## src/awm_defs.vh

```
// Constants for the write-burst master: register map, fields, encodings
`ifndef AWM_DEFS_VH
`define AWM_DEFS_VH

// ****************************************
// Register offsets (byte addresses)
// ****************************************
`define AWM_OFS_CTRL   8'h00
`define AWM_OFS_ADDR   8'h04
`define AWM_OFS_ATTR   8'h08
`define AWM_OFS_ID     8'h0c
`define AWM_OFS_STAT   8'h10
`define AWM_OFS_BEAT   8'h14
`define AWM_WIN_SEL    2'h1
`define AWM_WIN_TOP    7:6
`define AWM_WIN_IDX    5:2

// ****************************************
// Control register bits
// ****************************************
`define AWM_CTRL_START 0
`define AWM_CTRL_CLR   1

// ****************************************
// Attribute register fields
// ****************************************
`define AWM_ATTR_LEN    3:0
`define AWM_ATTR_SIZE   10:8
`define AWM_ATTR_BURST  13:12
`define AWM_ATTR_LOCK   14
`define AWM_ATTR_CACHE  19:16
`define AWM_ATTR_PROT   22:20
`define AWM_ATTR_QOS    27:24
`define AWM_ATTR_REGION 31:28
`define AWM_ATTR_RST    32'h00001200

// ****************************************
// Status register fields
// ****************************************
`define AWM_STAT_BUSY  0
`define AWM_STAT_DONE  1
`define AWM_STAT_IDERR 2
`define AWM_STAT_RESP  5:4
`define AWM_STAT_BID   11:8

// ****************************************
// Burst type encodings
// ****************************************
`define AWM_BURST_FIXED 2'h0
`define AWM_BURST_INCR  2'h1
`define AWM_BURST_WRAP  2'h2

`endif

```

## src/awm_mem.v

```verilog
// Beat store: 16 entries of strobes and data, registered read
`timescale 1ns/1ns
module awm_mem (
  input  wire        clk_sys,
  input  wire        we,
  input  wire [3:0]  waddr,
  input  wire [35:0] wdata,
  input  wire [3:0]  raddr,
  output reg  [35:0] rdata_reg
);
  reg [35:0] mem [0:15];

  // Write port and registered read port
  always @(posedge clk_sys) begin
    if (we) begin
      mem[waddr] <= wdata;
    end
    rdata_reg <= mem[raddr];
  end
endmodule

```

## src/awm_beat_addr.v

```verilog
// Tracks the address of the current beat of a burst
`timescale 1ns/1ns
`include "awm_defs.vh"
module awm_beat_addr (
  input  wire        clk_sys,
  input  wire        rst,
  input  wire        load,
  input  wire [31:0] start_addr,
  input  wire [2:0]  size,
  input  wire [1:0]  burst,
  input  wire [3:0]  len,
  input  wire        step,
  output reg  [31:0] addr_reg
);
  wire [31:0] inc;
  wire [31:0] mask;
  wire [31:0] nxt_incr;
  wire [31:0] nxt_wrap;
  reg  [31:0] addr_next;

  // Beat size, wrap window and the two candidate next addresses
  assign inc      = 32'h1 << size;
  assign mask     = ({28'h0, len} + 32'h1) * inc - 32'h1;
  assign nxt_incr = (addr_reg & ~(inc - 32'h1)) + inc;
  assign nxt_wrap = (addr_reg & ~mask) | (nxt_incr & mask);

  // Next address chosen by burst type and beat size
  always @* begin
    addr_next = addr_reg;
    if (load) begin
      addr_next = start_addr;
    end else if (step) begin
      case (burst)
        `AWM_BURST_FIXED: addr_next = addr_reg;
        `AWM_BURST_WRAP:  addr_next = nxt_wrap;
        default:          addr_next = nxt_incr;
      endcase
    end
  end

  always @(posedge clk_sys or posedge rst) begin
    if (rst) begin
      addr_reg <= 32'h0;
    end else begin
      addr_reg <= addr_next;
    end
  end
endmodule

```

## src/awm_top.v

```verilog
// Write-burst bus master steered by software over a Wishbone slave port
//
// The Wishbone slave port and the placing of the registers were decided locally.
`timescale 1ns/1ns
`include "awm_defs.vh"

module awm_top (
  input  wire        clk_sys,
  input  wire        rst,
  // Wishbone slave
  input  wire        wb_cyc_i,
  input  wire        wb_stb_i,
  input  wire        wb_we_i,
  input  wire [7:0]  wb_adr_i,
  input  wire [31:0] wb_dat_i,
  input  wire [3:0]  wb_sel_i,
  output reg  [31:0] wb_dat_o,
  output reg         wb_ack_o,
  // Bus reset
  output reg         aresetn,
  // Write address channel; no user sideband on any channel
  // Region and quality values come from the attribute register
  output reg  [3:0]  awid,
  output reg  [31:0] awaddr,
  output reg  [7:0]  awlen,
  output reg  [2:0]  awsize,
  output reg  [1:0]  awburst,
  output reg         awlock,
  output reg  [3:0]  awcache,
  output reg  [2:0]  awprot,
  output reg  [3:0]  awqos,
  output reg  [3:0]  awregion,
  output reg         awvalid,
  input  wire        awready,
  // Write data channel: fixed 32-bit data, no data tag
  // One strobe bit per byte lane of the data bus
  output reg  [31:0] wdata,
  output reg  [3:0]  wstrb,
  output reg         wlast,
  output reg         wvalid,
  input  wire        wready,
  // Write response channel
  input  wire [3:0]  bid,
  input  wire [1:0]  bresp,
  input  wire        bvalid,
  output reg         bready
);

  // ****************************************
  // State encodings
  // ****************************************
  localparam [5:0] S_IDLE  = 6'h01;
  localparam [5:0] S_ADDR  = 6'h02;
  localparam [5:0] S_FETCH = 6'h04;
  localparam [5:0] S_LOAD  = 6'h08;
  localparam [5:0] S_DATA  = 6'h10;
  localparam [5:0] S_RESP  = 6'h20;

  // ****************************************
  // Declarations
  // ****************************************
  reg  [5:0]  state_reg;
  reg  [31:0] addr_reg;
  reg  [31:0] attr_reg;
  reg  [3:0]  id_reg;
  reg         done_reg;
  reg         iderr_reg;
  reg  [1:0]  resp_reg;
  reg  [3:0]  bid_reg;
  reg  [3:0]  beat_reg;
  wire        wb_req;
  wire        wb_wr;
  wire        win_hit;
  wire        busy;
  wire        aw_fire;
  wire        w_fire;
  wire        b_fire;
  wire        start;
  wire        clr;
  wire [35:0] mem_rdata;
  wire [31:0] beat_addr;
  reg  [31:0] rd_mux;

  // Byte-lane merge for register writes
  function [31:0] merge;
    input [31:0] old_v;
    input [31:0] new_v;
    input [3:0]  sel;
    integer i;
    begin
      merge = old_v;
      for (i = 0; i < 4; i = i + 1) begin
        if (sel[i]) begin
          merge[i*8 +: 8] = new_v[i*8 +: 8];
        end
      end
    end
  endfunction

  // ****************************************
  // Handshake and request decode
  // ****************************************
  assign wb_req  = wb_cyc_i & wb_stb_i;
  assign wb_wr   = wb_req & wb_we_i & wb_ack_o;
  assign win_hit = (wb_adr_i[`AWM_WIN_TOP] == `AWM_WIN_SEL);
  assign busy    = ~state_reg[0];
  assign aw_fire = awvalid & awready;
  assign w_fire  = wvalid & wready;
  assign b_fire  = bvalid & bready;
  assign start   = wb_wr & (wb_adr_i == `AWM_OFS_CTRL) &
                   wb_sel_i[0] & wb_dat_i[`AWM_CTRL_START] & ~busy;
  assign clr     = wb_wr & (wb_adr_i == `AWM_OFS_CTRL) &
                   wb_sel_i[0] & wb_dat_i[`AWM_CTRL_CLR];

  // ****************************************
  // Beat store and beat address tracker
  // ****************************************
  awm_mem u_mem (
    .clk_sys   (clk_sys),
    .we        (wb_wr & win_hit & ~busy),
    .waddr     (wb_adr_i[`AWM_WIN_IDX]),
    .wdata     ({wb_sel_i, wb_dat_i}),
    .raddr     (beat_reg),
    .rdata_reg (mem_rdata)
  );

  awm_beat_addr u_beat (
    .clk_sys    (clk_sys),
    .rst        (rst),
    .load       (start),
    .start_addr (addr_reg),
    .size       (attr_reg[`AWM_ATTR_SIZE]),
    .burst      (attr_reg[`AWM_ATTR_BURST]),
    .len        (attr_reg[`AWM_ATTR_LEN]),
    .step       (w_fire),
    .addr_reg   (beat_addr)
  );

  // ****************************************
  // Wishbone slave
  // ****************************************

  // Ack one cycle after request, dropped the cycle after
  always @(posedge clk_sys or posedge rst) begin
    if (rst) begin
      wb_ack_o <= 1'b0;
      wb_dat_o <= 32'h0;
    end else begin
      wb_ack_o <= wb_req & ~wb_ack_o;
      wb_dat_o <= rd_mux;
    end
  end

  // Read data mux; unmapped and window reads give zero
  always @* begin
    rd_mux = 32'h0;
    case (wb_adr_i)
      `AWM_OFS_CTRL: rd_mux = {31'h0, busy};
      `AWM_OFS_ADDR: rd_mux = addr_reg;
      `AWM_OFS_ATTR: rd_mux = attr_reg;
      `AWM_OFS_ID:   rd_mux = {28'h0, id_reg};
      `AWM_OFS_STAT: rd_mux = {20'h0, bid_reg, 2'h0, resp_reg,
                               1'b0, iderr_reg, done_reg, busy};
      `AWM_OFS_BEAT: rd_mux = beat_addr;
      default:       rd_mux = 32'h0;
    endcase
  end

  // Software registers; frozen while a burst is in flight
  always @(posedge clk_sys or posedge rst) begin
    if (rst) begin
      addr_reg <= 32'h0;
      attr_reg <= `AWM_ATTR_RST;
      id_reg   <= 4'h0;
    end else if (wb_wr & ~busy) begin
      if (wb_adr_i == `AWM_OFS_ADDR) begin
        addr_reg <= merge(addr_reg, wb_dat_i, wb_sel_i);
      end
      if (wb_adr_i == `AWM_OFS_ATTR) begin
        attr_reg <= merge(attr_reg, wb_dat_i, wb_sel_i);
      end
      if (wb_adr_i == `AWM_OFS_ID && wb_sel_i[0]) begin
        id_reg <= wb_dat_i[3:0];
      end
    end
  end

  // Sticky completion flags; a new answer wins over a clear
  always @(posedge clk_sys or posedge rst) begin
    if (rst) begin
      done_reg  <= 1'b0;
      iderr_reg <= 1'b0;
      resp_reg  <= 2'h0;
      bid_reg   <= 4'h0;
    end else if (b_fire) begin
      done_reg  <= 1'b1;
      iderr_reg <= (bid != awid);
      resp_reg  <= bresp;
      bid_reg   <= bid;
    end else if (clr) begin
      done_reg  <= 1'b0;
      iderr_reg <= 1'b0;
    end
  end

  // ****************************************
  // Bus reset output
  // ****************************************

  // Low during reset, released on a clock edge
  always @(posedge clk_sys or posedge rst) begin
    if (rst) begin
      aresetn <= 1'b0;
    end else begin
      aresetn <= 1'b1;
    end
  end

  // ****************************************
  // Write address channel
  // ****************************************

  // Address and attributes latched at start, held until accepted
  always @(posedge clk_sys or posedge rst) begin
    if (rst) begin
      awvalid  <= 1'b0;
      awid     <= 4'h0;
      awaddr   <= 32'h0;
      awlen    <= 8'h0;
      awsize   <= 3'h0;
      awburst  <= 2'h0;
      awlock   <= 1'b0;
      awcache  <= 4'h0;
      awprot   <= 3'h0;
      awqos    <= 4'h0;
      awregion <= 4'h0;
    end else if (start && aresetn) begin
      awvalid  <= 1'b1;
      awid     <= id_reg;
      awaddr   <= addr_reg;
      awlen    <= {4'h0, attr_reg[`AWM_ATTR_LEN]};
      awsize   <= attr_reg[`AWM_ATTR_SIZE];
      awburst  <= attr_reg[`AWM_ATTR_BURST];
      awlock   <= attr_reg[`AWM_ATTR_LOCK];
      awcache  <= attr_reg[`AWM_ATTR_CACHE];
      awprot   <= attr_reg[`AWM_ATTR_PROT];
      awqos    <= attr_reg[`AWM_ATTR_QOS];
      awregion <= attr_reg[`AWM_ATTR_REGION];
    end else if (aw_fire) begin
      awvalid  <= 1'b0;
    end
  end

  // ****************************************
  // Burst sequencer
  // ****************************************

  // Address first, then each beat, then the answer
  always @(posedge clk_sys or posedge rst) begin
    if (rst) begin
      state_reg <= S_IDLE;
      beat_reg  <= 4'h0;
      wvalid    <= 1'b0;
      wdata     <= 32'h0;
      wstrb     <= 4'h0;
      wlast     <= 1'b0;
      bready    <= 1'b0;
    end else begin
      case (state_reg)
        S_IDLE: begin
          beat_reg <= 4'h0;
          if (start && aresetn) begin
            state_reg <= S_ADDR;
          end
        end
        S_ADDR: begin
          if (aw_fire) begin
            state_reg <= S_FETCH;
          end
        end
        S_FETCH: begin
          state_reg <= S_LOAD; // Store read in flight
        end
        S_LOAD: begin
          wvalid    <= 1'b1;
          wdata     <= mem_rdata[31:0];
          wstrb     <= mem_rdata[35:32];
          wlast     <= (beat_reg == attr_reg[`AWM_ATTR_LEN]);
          state_reg <= S_DATA;
        end
        S_DATA: begin
          if (w_fire) begin
            wvalid <= 1'b0;
            wlast  <= 1'b0;
            if (wlast) begin
              bready    <= 1'b1;
              state_reg <= S_RESP;
            end else begin
              beat_reg  <= beat_reg + 4'h1;
              state_reg <= S_FETCH;
            end
          end
        end
        S_RESP: begin
          if (b_fire) begin
            bready    <= 1'b0;
            state_reg <= S_IDLE;
          end
        end
        default: begin
          state_reg <= S_IDLE;
          wvalid    <= 1'b0;
          bready    <= 1'b0;
        end
      endcase
    end
  end

endmodule

```

## config.mk

```make
export PLATFORM = sky130hd
export DESIGN_NAME = awm_top
export DESIGN_NICKNAME = d
export VERILOG_FILES = /design/src/awm_mem.v /design/src/awm_beat_addr.v /design/src/awm_top.v
export VERILOG_INCLUDE_DIRS = /design/src
export SDC_FILE = /design/constraint.sdc
export NUM_CORES = 1
export LEC_CHECK = 0
export BUFFER_PORTS_ARGS = -buffer_cell sky130_fd_sc_hd__clkbuf_2
export CAP_MARGIN = 20
export CORE_MARGIN = 2
export CORE_UTILIZATION = 55
export CTS_CLUSTER_DIAMETER = 100
export CTS_CLUSTER_SIZE = 12
export DETAILED_ROUTE_END_ITERATION = 7
export GPL_ROUTABILITY_DRIVEN = 0
export PLACE_DENSITY = 0.72
export SYNTH_ARGS = -nofsm -noshare
export SYNTH_HDL_FRONTEND = slang
export SYNTH_SLANG_ARGS = --single-unit
```

## constraint.sdc

```tcl
create_clock -name clk_sys -period 8.7 [get_ports clk_sys]
set_clock_uncertainty 0.15 [all_clocks]
set_input_delay 1.305 -clock clk_sys [delete_from_list [all_inputs] [get_ports clk_sys]]
set_output_delay 1.305 -clock clk_sys [all_outputs]
set_load 0.02 [all_outputs]
```

==> flow_summary_export.csv, run 1 <==
group,metric,value,unit
finish,layout.cells.non_filler,3194,
setup_path,wp_data_arrival,6.46,ns
cts,ctsLongestPathBuffers,3,
timing,max-slew-margin-rel,34.9,%
route,post_drt_wl_per_cell,26.5,um
global_route,global_route_wire_length_before_repair,128000,um
finish,fin_nets,2386,
global_route,first_global_vias,20800,
power_and_ir_drop,clock_power_share,40.2,%
setup_path,criticalPathCategory,"flip-flop to flip-flop",
route,vias,20000,
power_and_ir_drop,leakagePower,15.2,nW
timing,rsz0062_at_grt,"no",
setup_path,cp_max_fo,28,
timing,slew_violations,0,
global_route,grt_overflow_total,0,
route,detail-route-antenna-nets,0,
route,via_density,6.25,
floorplan,dieArea,66900,um2
placement,dp.final_hpwl,50400,um
finish,finalCoreUtilization,62.3,%
global_route,pin_count_of_the_biggest_net_entering_global_routing,143,
setup_path,cp-end-kind,"flip-flop",
cts,cts_root_buffer,"sky130_fd_sc_hd__clkbuf_16",
cts,tritoncts_clock_tree,"built",
timing,worstMarginPinSlew,0.977,ns
power_and_ir_drop,p_seq_share,54.9,%
finish,area_growth,12.4,%
floorplan,fp.dieW,259,um
floorplan,floorplan.rows,93,
status,run_status,"finished clean",
timing,final.min_clock_period,6.12,ns
timing,timing.final.crit_share,70.3,%
placement,dp_worst_setup_slack,2.62,ns
cts,ctsResizeCount,0,
cts,numClockSinks,865,
setup_path,r2r_slack,2.58,ns
yosys,count_of_flip_flops_with_a_built_in_enable_after_synthesis,576,
timing,timing.final.hold_violations,0,
timing,finalSetupViolations,0,
cts,hold_buf_count_cts,0,
route,detailedRoute.firstPassIterationCount,5,
setup_path,worst_ep_required_time,9.04,ns
power_and_ir_drop,power.share.combinational,4.9,%
placement,portBuffers,192,
route,number_of_drc_markers_in_iteration_0,1927,
hold_path,hold_class,"flip-flop to flip-flop",
placement,dp.cells,3042,
yosys,ys_seq_area_share,68.2,%
power_and_ir_drop,peak_ir_drop_on_the_vdd_network,0.137,mV
yosys,avgSynthCellArea,17.2,um2
power_and_ir_drop,power_report.internal_total,6.45,mW
route,post-route-drc-count,0,
floorplan,die_height,259,um
power_and_ir_drop,switching_share,21.8,%
yosys,synth-warning-count,0,
cts,clkTransAtPathRegs,0.06,ns
cts,htree_levels,3,
power_and_ir_drop,netSwitchingPower,1.80,mW
route,routed_wl,84500,um
timing,finalSetupTns,0,ns
global_route,global_route.usage.total,25.6,%
cts,post_cts_buffers,0,
yosys,synth-async-reset-ratio,29.2,%
yosys,post_synth_instance_area,35700,um2
timing,fmaxAchievable,164,MHz
yosys,synth_cells,2071,
yosys,distinct_cell_type_count_after_synthesis,86,
finish,post_route_cells_drive_above_1_share,30.4,%
global_route,number_of_antenna_violations_at_the_first_check_in_global_routing,5,
setup_path,startpoint_kind_of_the_worst_setup_timing_path,"flip-flop",
cts,cts_buffers,82,
floorplan,num_ports,197,
timing,setup_ws,2.58,ns
yosys,synth_seq_cells,865,
yosys,synthFlopType,"sky130_fd_sc_hd__edfxtp_1",
power_and_ir_drop,power,8.25,mW
power_and_ir_drop,powerDensity,206,nW/um2
floorplan,effective_utilization_at_floorplan,55.5,%
cts,clkLatencyLatePin,0.62,ns
floorplan,core_region_area,64300,um2
flow_run,drv.max_cap_violation_count,0,
finish,largest_reg_flops,576,
## power by group through the flow
stage / clock [mW] / sequential, mW / combinational [mW]
2_1_floorplan: 0 / 4.67 / 0.179
3_5_place_dp: 0 / 4.61 / 0.407
3_3_place_gp: 0 / 4.61 / 0.390
6_report: 3.32 / 4.53 / 0.406
5_1_grt: 3.53 / 4.54 / 0.440
4_1_cts: 3.37 / 4.53 / 0.409
## synthesized netlist by cell type (7+ instances only)
master	number	area, um2
sky130_fd_sc_hd__a21o_1	10	75.1
sky130_fd_sc_hd__a21oi_1	43	215
sky130_fd_sc_hd__a222oi_1	22	220
sky130_fd_sc_hd__a22oi_1	25	188
sky130_fd_sc_hd__and2_1	17	106
sky130_fd_sc_hd__and3_1	24	150
sky130_fd_sc_hd__buf_1	16	60.1
sky130_fd_sc_hd__buf_2	13	65.1
sky130_fd_sc_hd__clkbuf_1	77	289
sky130_fd_sc_hd__dfrtp_1	250	6260
sky130_fd_sc_hd__dfxtp_1	36	721
sky130_fd_sc_hd__edfxtp_1	576	17300
sky130_fd_sc_hd__fa_1	21	420
sky130_fd_sc_hd__ha_1	36	450
sky130_fd_sc_hd__inv_1	86	323
sky130_fd_sc_hd__mux2_2	171	1930
sky130_fd_sc_hd__mux4_2	180	4050
sky130_fd_sc_hd__nand2_1	88	330
sky130_fd_sc_hd__nand2b_1	11	68.8
sky130_fd_sc_hd__nand3_1	31	155
sky130_fd_sc_hd__nand4_1	10	62.6
sky130_fd_sc_hd__nor2_1	82	308
sky130_fd_sc_hd__nor2b_1	13	81.3
sky130_fd_sc_hd__nor3_1	17	85.1
sky130_fd_sc_hd__nor4_1	7	43.8
sky130_fd_sc_hd__o211ai_1	13	97.6
sky130_fd_sc_hd__o21ai_0	32	160
sky130_fd_sc_hd__xnor2_1	15	131
sky130_fd_sc_hd__xor2_1	17	149
## placed cells by master, fill, tap and decap left out, drive strengths merged, types with 15 or more instances in the layout
| cell type | netlist | layout |
|---|---|---|
| a21oi | 44 | 44 |
| a222oi | 22 | 22 |
| a22oi | 25 | 25 |
| and2 | 19 | 19 |
| and3 | 24 | 24 |
| buf | 36 | 34 |
| clkbuf | 77 | 337 |
| dfrtp | 250 | 250 |
| dfxtp | 36 | 36 |
| edfxtp | 576 | 576 |
| fa | 21 | 21 |
| ha | 36 | 36 |
| inv | 87 | 90 |
| mux2 | 172 | 172 |
| mux4 | 180 | 180 |
| nand2 | 88 | 88 |
| nand3 | 31 | 31 |
| nor2 | 82 | 82 |
| nor3 | 17 | 17 |
| o21ai | 35 | 35 |
| xnor2 | 15 | 15 |
| xor2 | 17 | 17 |
## through the flow
step / area [um2] / hold WS (ns)
2_1_floorplan: 35700 / 0.290
3_3_place_gp: 37700 / 0.293
3_5_place_dp: 37700 / 0.299
4_1_cts: 40100 / 0.314
5_1_grt: 40100 / 0.318
6_report: 40100 / 0.309
## worst max-delay path: stages, from the launching register on
cell and delay, ns:
sky130_fd_sc_hd__dfrtp_1 0.98, sky130_fd_sc_hd__nor3b_2 0.51, sky130_fd_sc_hd__inv_1 0.15, sky130_fd_sc_hd__nor2_1 0.18, sky130_fd_sc_hd__fa_1 0.41, sky130_fd_sc_hd__ha_1 0.28
sky130_fd_sc_hd__inv_1 0.05, sky130_fd_sc_hd__fa_1 0.54, sky130_fd_sc_hd__inv_1 0.08, sky130_fd_sc_hd__fa_1 0.47, sky130_fd_sc_hd__a211oi_1 0.37, sky130_fd_sc_hd__o21ai_0 0.24
sky130_fd_sc_hd__a32oi_1 0.33, sky130_fd_sc_hd__a31o_2 0.23, sky130_fd_sc_hd__a21oi_1 0.08, sky130_fd_sc_hd__or4_1 0.58, sky130_fd_sc_hd__o211ai_1 0.24, sky130_fd_sc_hd__o211ai_1 0.11
## cells by family (layout without fill, tap and decap cells)
| kind of cell | count (synthesis) | count (layout) | synth area share (%) |
|---|---|---|---|
| other | 2 | 7 | 0.0210 |
| buffers and inverters | 200 | 463 | 2.23 |
| flip-flops | 865 | 865 | 68.2 |
| adder cells (fa/ha/maj) | 57 | 57 | 2.44 |
| AND/OR/NAND/NOR | 336 | 336 | 4.81 |
| AO/OA/AOI/OAI | 221 | 221 | 4.51 |
| XOR/XNOR | 32 | 32 | 0.785 |
| multiplexers | 358 | 358 | 17.0 |
## metal layers
metal,track usage (%),share of wire [%],up-vias
met5,0,0.015,-
met3,3.63,6.7,154
li1,-,-,8463
met4,8.35,2.3,2
met1,34.0,40,10400
met2,44.2,51,886
## final timing paths
kind | depth (start not counted) | startpoint | endpoint
setup / recovery | 17 | attr_reg[8] | flip-flop
max in group asynchronous | 3 | rst | wdata[28]
hold / removal | 1 | u_mem.rdata_reg[4] | wdata[4]
setup reg to reg | 17 | attr_reg[8] | flip-flop
hold reg to reg | 1 | u_mem.rdata_reg[4] | wdata[4]
min in group asynchronous | 2 | rst | awburst[1]
## final cells by class
type | instances | area [um2]
flip-flops and latches | 865 | 24400
fillers | 4497 | 24200
multi-input cells | 1009 | 10700
clock buffers | 145 | 2350
repair buffers | 226 | 1230
well taps | 855 | 1070
inverters | 87 | 334
clock inverters | 5 | 75.1
diodes | 2 | 5.00
(Power assumes the default switching activity.)
==> run 2: changes to the inputs <==
- ABC_AREA: not set -> 1
- CORE_UTILIZATION: 55 -> 60
- PLACE_DENSITY: 0.72 -> 0.74
- clock period: 8.7 -> 5.8 ns (I/O delays scaled with it)
==> run 2 against run 1 <==
  * Non-clock buffer count is 7 higher
  * Count of clock-buffer cells in the layout shrank 4
  * Cell count increased by 37%
  * Synthesized area increased by 4.8%
  * Register-to-register slack worse by 2.2 ns
  * Critical path type unchanged
  * Clock power grew 50%
  * Synthesized cell count is 59% higher
==> flow_summary_export.csv, run 2 <==
group,metric,value,unit
placement,dp.final_hpwl,60700,um
yosys,post_synth_instance_area,37400,um2
yosys,synth_cells,3302,
cts,post_cts_buffers,0,
placement,dp.cells,4217,
timing,finalSetupViolations,0,
setup_path,rr_worst_depth,21,
setup_path,wp_data_arrival,5.73,ns
yosys,synth-warning-count,0,
yosys,ys_seq_area_share,65.1,%
floorplan,fp.dieW,254,um
yosys,yosys.area.top_type,"sky130_fd_sc_hd__edfxtp_1",
timing,final.min_clock_period,5.37,ns
timing,max-slew-margin-rel,27.4,%
cts,clkLatencyLatePin,0.64,ns
setup_path,regToRegStartpoint,"attr_reg[8]",
cts,ctsLongestPathBuffers,3,
route,vias,25900,
yosys,count_of_flip_flops_with_a_built_in_enable_after_synthesis,576,
yosys,ys_top_cells_by_area,"sky130_fd_sc_hd__edfxtp_1 (46%), sky130_fd_sc_hd__dfrtp_1 (17%), sky130_fd_sc_hd__nand2_1 (5.2%), sky130_fd_sc_hd__o21ai_0 (4.3%), sky130_fd_sc_hd__inv_1 (4.1%)",
yosys,synth-async-reset-ratio,29.2,%
route,number_of_drc_markers_in_iteration_0,2982,
floorplan,core_region_area,61700,um2
finish,layout.cells.most_common,"sky130_fd_sc_hd__edfxtp_1",
finish,layout.cells.non_filler,4367,
finish,fin_nets,3579,
global_route,number_of_antenna_violations_at_the_first_check_in_global_routing,3,
timing,slew_violations,0,
setup_path,cp-end-kind,"flip-flop",
finish,area.sequential,24400,um2
yosys,fraction_of_post_synthesis_cell_area_in_the_top_cell_type_by_area,46.3,%
finish,multi_input_area,10900,um2
route,post_drt_wl_per_cell,22.2,um
cts,clkTransAtPathRegs,0.07,ns
yosys,synthFlopType,"sky130_fd_sc_hd__edfxtp_1",
finish,area_growth,11.6,%
setup_path,criticalPathCategory,"flip-flop to flip-flop",
cts,htree_levels,3,
floorplan,floorplan.rows,91,
route,detailedRoute.firstPassIterationCount,6,
finish,largest_reg_flops,576,
power_and_ir_drop,powerDensity,339,nW/um2
yosys,most_repeated_cell_in_the_gate_level_netlist_after_synthesis,"sky130_fd_sc_hd__edfxtp_1",
setup_path,startpoint_kind_of_the_worst_setup_timing_path,"flip-flop",
setup_path,worst_ep_required_time,6.16,ns
setup_path,r2r_slack,0.43,ns
floorplan,effective_utilization_at_floorplan,60.6,%
timing,finalSetupTns,0,ns
timing,timing.final.hold_violations,0,
status,run_status,"finished clean",
yosys,avgSynthCellArea,11.3,um2
placement,portBuffers,192,
route,post-route-drc-count,0,
setup_path,cp_max_fo,10,
yosys,synth.cells.most_frequent,"sky130_fd_sc_hd__edfxtp_1 (576), sky130_fd_sc_hd__nand2_1 (520), sky130_fd_sc_hd__inv_1 (411)",
route,routed_wl,96900,um
route,detail-route-antenna-nets,0,
yosys,synth_seq_cells,865,
global_route,first_global_vias,25600,
global_route,pin_count_of_the_biggest_net_entering_global_routing,133,
global_route,grt_overflow_total,0,
yosys,distinct_cell_type_count_after_synthesis,60,
global_route,global_route.usage.total,30.3,%
finish,most_used_cells_in_the_layout_excluding_fill_and_tap_cells,"sky130_fd_sc_hd__edfxtp_1 (576), sky130_fd_sc_hd__nand2_1 (519), sky130_fd_sc_hd__inv_1 (408), sky130_fd_sc_hd__o21ai_0 (319), sky130_fd_sc_hd__dfrtp_1 (246)",
power_and_ir_drop,leakagePower,16.8,nW
hold_path,hold_class,"input port to asynchronous set/reset pin",
floorplan,num_ports,197,
timing,worstMarginPinSlew,1.08,ns
timing,fmaxAchievable,186,MHz
floorplan,die_height,254,um
cts,hold_buf_count_cts,0,
global_route,global_route_wire_length_before_repair,147000,um
cts,numClockSinks,865,
finish,fillers,4558,
floorplan,dieArea,64300,um2
cts,cts_root_buffer,"sky130_fd_sc_hd__clkbuf_16",
cts,cts_buffers,82,
timing,timing.final.crit_share,92.6,%
timing,rsz0062_at_grt,"no",
route,via_density,5.94,
power_and_ir_drop,peak_ir_drop_on_the_vdd_network,0.294,mV
flow_run,drv.max_cap_violation_count,0,
cts,ctsResizeCount,0,
finish,post_route_cells_drive_above_1_share,12.4,%
cts,tritoncts_clock_tree,"built",
run 2: report_power, final:
part           total, mW  switching [mW]  internal (mW)
Clock               4.99            2.25           2.74
Sequential          7.07           0.225           6.84
Combinational       2.11            1.31          0.796
run 2: cell type report:
| class | count | share of cell area [%] |
|---|---|---|
| diodes | 4 | 0.0240 |
| multi-input cells | 1859 | 26.1 |
| repair buffers | 233 | 3.34 |
| well taps | 837 | 2.51 |
| inverters | 423 | 3.84 |
| flip-flops and latches | 865 | 58.4 |
| clock inverters | 5 | 0.183 |
| clock buffers | 141 | 5.60 |
run 2: how the worst max path moves through the flow:
stage,from,endpoint,cells past startpoint
6_report,attr_reg[8],flip-flop,21
5_1_grt,attr_reg[0],flip-flop,21
4_1_cts,attr_reg[8],flip-flop,21
3_3_place_gp,attr_reg[0],flip-flop,21
3_5_place_dp,attr_reg[8],flip-flop,21
2_1_floorplan,attr_reg[9],flip-flop,21
run 2: metrics by stage:
step / worst slack, ns / total power, mW / cell area [um2] / hold WS (ns) / util [%]
finish: 0.432 / 14.2 / 41700 / 0.236 / 67.6
global route: 0.178 / 14.7 / 41700 / 0.298 / 67.6
CTS: 0.553 / 14.2 / 41700 / 0.265 / 67.6
detailed placement: 0.592 / 9.28 / 39300 / 0.274 / 63.7
global placement: 0.739 / 9.20 / 39300 / 0.271 / 63.7
floorplan: 1.27 / 8.70 / 37400 / 0.260 / -
run 2: per-layer routing:
layer | GRT usage (%) | wire [um]
met1 | 40.2 | 37900
met2 | 50.8 | 47800
met3 | 4.15 | 7460
met4 | 12.6 | 3730
met5 | 0 | 12
run 2: cells by family after synthesis:
family          share of synthesized area (%)
other cells                            0.0201
buf+inv                                  6.12
xor+xnor                                0.445
compound gates                           11.9
flops                                    65.1
fa+ha+maj                                2.33
mux                                      4.10
simple gates                             9.93
run 2: worst max-delay path: stages (launching register included):
cell and delay [ns]:
sky130_fd_sc_hd__dfrtp_1 0.74, sky130_fd_sc_hd__nand2_2 0.14, sky130_fd_sc_hd__nor2_1 0.31, sky130_fd_sc_hd__inv_1 0.14
sky130_fd_sc_hd__nor2_1 0.18, sky130_fd_sc_hd__fa_1 0.44, sky130_fd_sc_hd__inv_1 0.08, sky130_fd_sc_hd__fa_1 0.44
sky130_fd_sc_hd__fa_1 0.54, sky130_fd_sc_hd__inv_1 0.04, sky130_fd_sc_hd__ha_1 0.34, sky130_fd_sc_hd__nand3_1 0.08
sky130_fd_sc_hd__nand2_1 0.10, sky130_fd_sc_hd__a21oi_1 0.11, sky130_fd_sc_hd__nor2_1 0.13, sky130_fd_sc_hd__nor2_1 0.08
sky130_fd_sc_hd__o21ai_0 0.53, sky130_fd_sc_hd__nand2_1 0.13, sky130_fd_sc_hd__nand2_2 0.22, sky130_fd_sc_hd__inv_2 0.12
sky130_fd_sc_hd__nor2_1 0.12, sky130_fd_sc_hd__a21oi_1 0.05
